--- src/core/tsc_defines.vh ---
`ifndef TSC_DEFINES_VH
`define TSC_DEFINES_VH

// ---------------------------------------------
// configuration defaults
// ---------------------------------------------
`define TSC_DISCHARGE_RESET 12'h000
`define TSC_TEN_CELL_RESET 1'b0
`define TSC_CONV_ENABLE_RESET 1'b0

// ---------------------------------------------
// cell channel counts
// ---------------------------------------------
`define TSC_CELLS_FULL 4'hc
`define TSC_CELLS_TEN 4'ha

// ---------------------------------------------
// timing
// ---------------------------------------------
`define TSC_CLOCK_HZ 10000000
`define TSC_TOGGLE_HZ 1000
`define TSC_TOGGLE_HALF_CYCLES (`TSC_CLOCK_HZ / (2 * `TSC_TOGGLE_HZ))
`define TSC_CONV_CYCLES_PER_CELL 16'h1388

`endif

--- src/core/tsc_sync.v ---
`timescale 1ns/100ps

// three-stage synchroniser; each output bit follows once its stages two and three agree
module tsc_sync #(
   parameter WIDTH = 1
) (
   // clock and reset
   input wire i_clock,
   input wire i_resetn,
   // data
   input wire [WIDTH-1:0] i_async,
   output reg [WIDTH-1:0] o_sync
);
   reg [WIDTH-1:0] stage1;
   reg [WIDTH-1:0] stage2;
   reg [WIDTH-1:0] stage3;
   // per-bit agreement, so one bit still settling never holds back the others
   wire [WIDTH-1:0] agree = ~(stage2 ^ stage3);

   always @(posedge i_clock or negedge i_resetn) begin
      if (!i_resetn) begin
         stage1 <= {WIDTH{1'b0}};
         stage2 <= {WIDTH{1'b0}};
         stage3 <= {WIDTH{1'b0}};
         o_sync <= {WIDTH{1'b0}};
      end else begin
         stage1 <= i_async;
         stage2 <= stage1;
         stage3 <= stage2;
         o_sync <= (agree & stage3) | (~agree & o_sync);
      end
   end
endmodule // tsc_sync

--- src/core/tsc_thermal_shutdown_control.v ---
`timescale 1ns/100ps
`include "tsc_defines.vh"

// Operation
// - over-temperature protection armed whenever the device is not in standby.
// - protection also armed in standby while any current-mode serial pin conducts.
// - trip above threshold restores configuration defaults: discharge off, conversions stopped.
// - trip sets a sticky thermal trip flag in the temperature group.
// - executing the read temperature group command clears the trip flag.
// - full-stack conversion covers ten or twelve channels per ten-cell select.
// - a conversion command may measure one selected cell only.
// - channels tied to the top cell input read as zero.
// - below a chain break devices keep working; polling stops above it.
// - each discharge output is a digital output with internal pull-up.
// - bottom device holds serial output low while converting, then toggles at 1kHz.
module tsc_thermal_shutdown_control #(
   parameter CELLS = 12,
   parameter TOGGLE_HALF = `TSC_TOGGLE_HALF_CYCLES,
   parameter CONV_CYCLES = `TSC_CONV_CYCLES_PER_CELL
) (
   // clock and reset
   input wire i_clock,
   input wire i_resetn,
   // analog and mode status pins
   input wire i_over_temp,
   input wire i_standby,
   input wire i_current_pin_active,
   input wire i_top_tied_valid,
   // decoded serial commands, same clock
   input wire i_write_config,
   input wire [CELLS-1:0] i_config_discharge,
   input wire i_config_ten_cell,
   input wire i_config_conv_enable,
   input wire i_start_cell_conversion_cmd,
   input wire i_single_cell,
   input wire [3:0] i_cell_select,
   input wire i_read_temperature_group_cmd,
   // chain status
   input wire i_chain_above_done,
   input wire i_chain_above_present,
   input wire i_chip_select_in,
   // outputs
   output reg [CELLS-1:0] o_discharge_drive,
   output reg o_ten_cell_select,
   output reg o_thermal_trip_flag,
   output reg o_protect_armed,
   output reg o_converting,
   output reg [3:0] o_channel,
   output reg o_channel_zero,
   output reg o_serial_data_out,
   output reg o_serial_data_out_oen
);
   // ---------------------------------------------
   // pin synchronisation
   // ---------------------------------------------
   // standby and pin status are slow levels, so four clocks of latency cost nothing
   wire [2:0] sync_out;
   wire over_temp = sync_out[0];
   wire standby = sync_out[1];
   wire current_pin = sync_out[2];

   tsc_sync #(
      .WIDTH(3)
   ) u_sync (
      .i_clock(i_clock),
      .i_resetn(i_resetn),
      .i_async({i_current_pin_active, i_standby, i_over_temp}),
      .o_sync(sync_out)
   );

   // ---------------------------------------------
   // protection
   // ---------------------------------------------
   // only synchronised pins feed the trip; a raw pin could reset half the config
   wire armed = !standby || current_pin;
   wire trip = armed && over_temp;

   always @(posedge i_clock or negedge i_resetn) begin
      if (!i_resetn) begin
         o_protect_armed <= 1'b0;
         o_thermal_trip_flag <= 1'b0;
      end else begin
         o_protect_armed <= armed;
         // set wins over a clear in the same cycle
         if (trip) begin
            o_thermal_trip_flag <= 1'b1;
         end else if (i_read_temperature_group_cmd) begin
            o_thermal_trip_flag <= 1'b0;
         end
      end
   end

   // ---------------------------------------------
   // configuration
   // ---------------------------------------------
   reg conv_enable;

   // serial commands are still accepted after a trip, only the config is forced
   always @(posedge i_clock or negedge i_resetn) begin
      if (!i_resetn) begin
         o_discharge_drive <= {CELLS{1'b0}};
         o_ten_cell_select <= `TSC_TEN_CELL_RESET;
         conv_enable <= `TSC_CONV_ENABLE_RESET;
      end else if (trip) begin
         // a trip outranks a write landing in the same cycle
         o_discharge_drive <= {CELLS{1'b0}};
         o_ten_cell_select <= `TSC_TEN_CELL_RESET;
         conv_enable <= `TSC_CONV_ENABLE_RESET;
      end else if (i_write_config) begin
         o_discharge_drive <= i_config_discharge;
         o_ten_cell_select <= i_config_ten_cell;
         conv_enable <= i_config_conv_enable;
      end
   end

   // ---------------------------------------------
   // conversion sequencer
   // ---------------------------------------------
   // idle: waiting for a start; conv: stepping channels; wait: own scan done,
   // devices above still busy; toggle: every device done, poll output toggles
   localparam ST_IDLE = 2'b00;
   localparam ST_CONV = 2'b01;
   localparam ST_WAIT = 2'b10;
   localparam ST_TOGGLE = 2'b11;

   reg [1:0] state;
   reg [3:0] last_channel;
   reg [15:0] conv_count;
   reg [15:0] tog_count;
   reg [3:0] next_channel;

   // ---------------------------------------------
   // conversion timing
   // ---------------------------------------------
   // counters stop one short of their length, so a count of n spans n clocks
   wire conv_tick = (conv_count == CONV_CYCLES[15:0] - 16'h0001);
   wire tog_tick = (tog_count == TOGGLE_HALF[15:0] - 16'h0001);
   wire on_last_channel = (o_channel == last_channel);
   // nothing reachable above: only this device's own scan is waited for
   wire chain_done = i_chain_above_done || !i_chain_above_present;
   // scan length is fixed at the start; a later write does not stretch a running scan
   wire [3:0] stack_last = (o_ten_cell_select ? `TSC_CELLS_TEN : `TSC_CELLS_FULL) - 4'h1;

   always @* begin
      next_channel = o_channel + 4'h1;
   end

   always @(posedge i_clock or negedge i_resetn) begin
      if (!i_resetn) begin
         state <= ST_IDLE;
         o_converting <= 1'b0;
         o_channel <= 4'h0;
         last_channel <= 4'h0;
         conv_count <= 16'h0000;
         tog_count <= 16'h0000;
         o_channel_zero <= 1'b0;
         o_serial_data_out <= 1'b1;
         o_serial_data_out_oen <= 1'b1;
      end else begin
         o_channel_zero <= o_converting && i_top_tied_valid;
         if (trip) begin
            // a trip abandons the scan; the channel in flight is lost
            state <= ST_IDLE;
            o_converting <= 1'b0;
            o_serial_data_out_oen <= 1'b1;
            o_serial_data_out <= 1'b1;
         end else if (i_chip_select_in && state != ST_CONV) begin
            // chip select cannot cut a scan short, only end the polling after it
            state <= ST_IDLE;
            o_serial_data_out_oen <= 1'b1;
            o_serial_data_out <= 1'b1;
         end else begin
            case (state)
               ST_IDLE: begin
                  if (i_start_cell_conversion_cmd && conv_enable) begin
                     state <= ST_CONV;
                     o_converting <= 1'b1;
                     conv_count <= 16'h0000;
                     if (i_single_cell) begin
                        o_channel <= i_cell_select;
                        last_channel <= i_cell_select;
                     end else begin
                        o_channel <= 4'h0;
                        last_channel <= stack_last;
                     end
                     o_serial_data_out <= 1'b0;
                     o_serial_data_out_oen <= 1'b0;
                  end
               end
               ST_CONV: begin
                  if (conv_tick) begin
                     conv_count <= 16'h0000;
                     if (on_last_channel) begin
                        o_converting <= 1'b0;
                        state <= ST_WAIT;
                     end else begin
                        o_channel <= next_channel;
                     end
                  end else begin
                     conv_count <= conv_count + 16'h0001;
                  end
               end
               ST_WAIT: begin
                  if (chain_done) begin
                     state <= ST_TOGGLE;
                     tog_count <= 16'h0000;
                  end
               end
               default: begin
                  // first toggle comes one half period after the chain reports done
                  if (tog_tick) begin
                     tog_count <= 16'h0000;
                     o_serial_data_out <= !o_serial_data_out;
                  end else begin
                     tog_count <= tog_count + 16'h0001;
                  end
               end
            endcase
         end
      end
   end
endmodule // tsc_thermal_shutdown_control

--- config.mk ---
export PLATFORM = sky130hd
export DESIGN_NAME = tsc_thermal_shutdown_control
export DESIGN_NICKNAME = d
export VERILOG_FILES = /design/src/core/tsc_sync.v /design/src/core/tsc_thermal_shutdown_control.v
export VERILOG_INCLUDE_DIRS = /design/src /design/src/core
export SDC_FILE = /design/constraint.sdc
export NUM_CORES = 1
export LEC_CHECK = 0
export BUFFER_PORTS_ARGS = -buffer_cell sky130_fd_sc_hd__buf_2
export CAP_MARGIN = 10
export CORE_MARGIN = 1.5
export CORE_UTILIZATION = 44
export DETAILED_ROUTE_END_ITERATION = 7
export PLACE_DENSITY = 0.62
export SETUP_SLACK_MARGIN = 0.2
export SLEW_MARGIN = 20
export SYNTH_ARGS = -nofsm -noshare
export SYNTH_HDL_FRONTEND = slang
export SYNTH_HIERARCHICAL = 1
export SYNTH_SLANG_ARGS = --single-unit
--- constraint.sdc ---
create_clock -name i_clock -period 2.5 [get_ports i_clock]
set_clock_uncertainty 0.2 [all_clocks]
set_input_delay 0.125 -clock i_clock [delete_from_list [all_inputs] [get_ports i_clock]]
set_output_delay 0.125 -clock i_clock [all_outputs]
set_load 0.1 [all_outputs]
==> run metrics <==
outcome=finished, final reports clean; top post-synthesis cells by count=dfrtp_1, nand2_1, nor2_1, o21ai_0; Final Hold Fails=0; Die X=95.3 um; critical path, cell by cell=or4b_1 -> nor4_4 -> nor4_4 -> buf_2 -> mux2_2; ys flop type=dfrtp_1; Row Count=33; Power per Cell Area=759 nW/um^2; syn_area_per_cell=around 10 um^2; Final period util=89.6%; vias in the first global route=3,156; P&R area growth vs syn=28.7%; # diodes=0; multi-input logic area=1860 um^2; # DRC=0; Worst Setup Slack, final=0.260 ns; Worst-Margin Slew=0.639 ns; Setup Viol. Count Final=0; cell count after synthesis=380; placed cell areas=~4200 um^2; Clock transition at path regs=0.08 ns; setup TNS=0 ns; IO Count=54; WP buf/inv=1; Post-Route WL=just over 9000 um; Crit-path slowest cell=or4b_1; area leader, netlist=dfrtp_1; Design Power=3.66 mW; crit-path max cell delay=about 0.59 ns; Post-synth EDFFs=0; post-synthesis register bit count=74; Placement Setup Slack=roughly 0.17 ns; H-tree Lvls=3; Max Root-Sink Buffers=2; hold path start=i_write_config; DR WL/cell=15.4 um; via count=3,253; fmax=roughly 0.45 GHz; Sink Count=74; Ys Warns=6; kind of critical path=flop to flop; WHS Endpoint=o_discharge_drive[11]; placer congestion estimate=0.839; Pleak=2.16 nW; worst-skew pair later-pin latency=0.35 ns; total gr overflow=0; internal power=~2.1 mW; die area=9080 um^2; Post-Syn Area=between 3000 and 4000 um^2; Synth cell types=between 50 and 60; RSZ-0062 raised after global routing=no; layout cells sized above 1=between 20% and 30%; DP HPWL=6080 um; CP max FO=6; Gate power share=34.4%; Initial Utilization=45.6%; 1st-pass router iterations=4; WP data arrival=2.28 ns; Net Count, Synth=about 420; first-pass GRT wire length=between 15,000 and 20,000 um; cell mode on critical path=nor4_4; Core Footprint=8220 um^2; Switch Pwr=roughly 1.5 mW; share of power burned in registers=42.1%; asr flop ratio synth=100%; Final Max Tran Viols=0; Critical Path RT=2.54 ns; R2R Setup Slk=0.26 ns; top post-synthesis cells by area=dfrtp_1, mux2i_1, nand2_1; top cell type's share of synthesized area=roughly half; Reg2Reg Depth=5; cell with the most instances after synthesis=dfrtp_1; FF-to-FF Start=tog_count[13]; fin area=roughly 4800 um^2; port bufs=53; Die H=95.3 um; worst rel slew slack=57.2%; Overall Global Routing Usage=21.5%; filler cell count in the final layout=734; CTS tree=done; worst-case vdd ir drop=0.000838 V; final design utilization=58.7%; CP endpoint kind=flop; Clock Tree Root=clkbuf_8; total CTS buffers=9; nets=between 500 and 600; largest net degree at the start of global routing=42; flip-flop and latch area=1860 um^2; Via-to-Cell Ratio=roughly 5.5; Sw Ratio=41.5%; initial detailed-routing violation count=111; Worst Hold Class=input pin to flop; register area share after synthesis=49.5%; initial antenna violation count=0; cell family with most CP delay=simple AND/OR/NAND/NOR gates; max cap viols=0; CP Launch Type=flop; Final ANT Viol Nets=0; worst hold path stage count=3; reg-to-reg endpoint=tog_count[0]; post-route minimum period=roughly 2.2 ns; Clock Power Share=23.5%
[cells by family after synthesis]
kind of cell	after synthesis	synth area share, %
AO/OA/AOI/OAI	91	16.0
buffers and inverters	23	2.84
multiplexers	20	5.41
AND/OR/NAND/NOR	158	22.1
flip-flops	74	49.5
adder cells (fa/ha/maj)	10	3.24
XOR/XNOR	4	0.935
[per-stage QoR]
step / hold slack (ns) / cells
final: 0.0835 / 594
after global routing: 0.0819 / 594
after CTS: 0.0691 / 587
after detailed placement: -0.0535 / 542
after global placement: -0.0606 / 542
after floorplan: -0.371 / 380
[placed cells by master, fill, tap and decap left out, drive strengths merged, types with 5 or more instances in the layout]
cell type | synthesis | layout
buf | 8 | 80
or3 | 5 | 5
nor3 | 5 | 5
nor2 | 31 | 31
nor2b | 5 | 5
dfrtp | 72 | 72
a21oi | 12 | 12
ha | 7 | 7
inv | 9 | 10
nand3 | 18 | 18
nand4 | 8 | 8
and2 | 5 | 5
o21ai | 37 | 37
mux2i | 18 | 18
a31oi | 8 | 8
and3 | 8 | 8
dlygate4sd3 | 0 | 27
clkbuf | 6 | 11
o31ai | 11 | 11
nand2 | 48 | 48
[per-layer routing]
layer / wire length (um) / share of wire (%) / track usage (%)
met1: 4180 / 46 / 27.8
met2: 4570 / 50 / 35.8
met3: 285 / 3.1 / 3.99
met4: 131 / 1.4 / 8.08
met5: 0 / 0 / 0
[worst reg2reg max path, stage by stage, from the launching register on]
cell	delay, ns
dfrtp_1	0.45
or4b_1	0.59
nor4_4	0.35
nor4_4	0.09
buf_2	0.18
mux2_2	0.27
[power by group through the flow]
stage / clock (mW) / sequential (mW) / combinational (mW)
after floorplan: 0 / 2.04 / 0.399
after global placement: 0 / 1.56 / 1.13
after detailed placement: 0 / 1.56 / 1.14
after CTS: 0.882 / 1.53 / 1.20
after global routing: 0.935 / 1.57 / 1.35
final: 0.860 / 1.54 / 1.26
[worst max-delay path by stage]
| stage | to | depth (start not counted) | from |
|---|---|---|---|
| after CTS | conv_count[11] | 9 | state[1] |
| after global placement | tog_count[7] | 7 | tog_count[0] |
| after global routing | tog_count[9] | 6 | tog_count[13] |
| final | tog_count[0] | 5 | tog_count[13] |
| after detailed placement | conv_count[11] | 9 | state[0] |
| after floorplan | o_channel[0] | 5 | o_channel[3] |
[sequential cells by signal, summed over array words and instances, names as in the netlist, named ones only]
name	cells
o_thermal_trip_flag	1
o_protect_armed	1
o_converting	1
o_channel	4
u_sync/stage2	3
o_discharge_drive	12
conv_count	16
conv_enable	1
o_serial_data_out	1
u_sync/stage3	3
tog_count	16
last_channel	4
o_ten_cell_select	1
o_channel_zero	1
state	2
u_sync/stage1	3
o_serial_data_out_oen	1
[area by class of cell]
cell class                 instances  share of cell area (%)
multi-input combinational        283                    38.6
clock buffer                      11                    2.93
tap                              105                    2.73
timing repair buffer             107                    15.7
sequential                        74                    38.6
inverter                           9                   0.701
clock inverter                     5                   0.805
[timing repair]
item,in CTS,in global routing
hold buffers,27,0
pin swaps,0,4
endpoints found under the hold margin,100,0
cloned,0,1
setup endpoints to repair,10,31
gates resized for setup,1,22
buffers inserted,2,6
(Power assumes the default switching activity.)
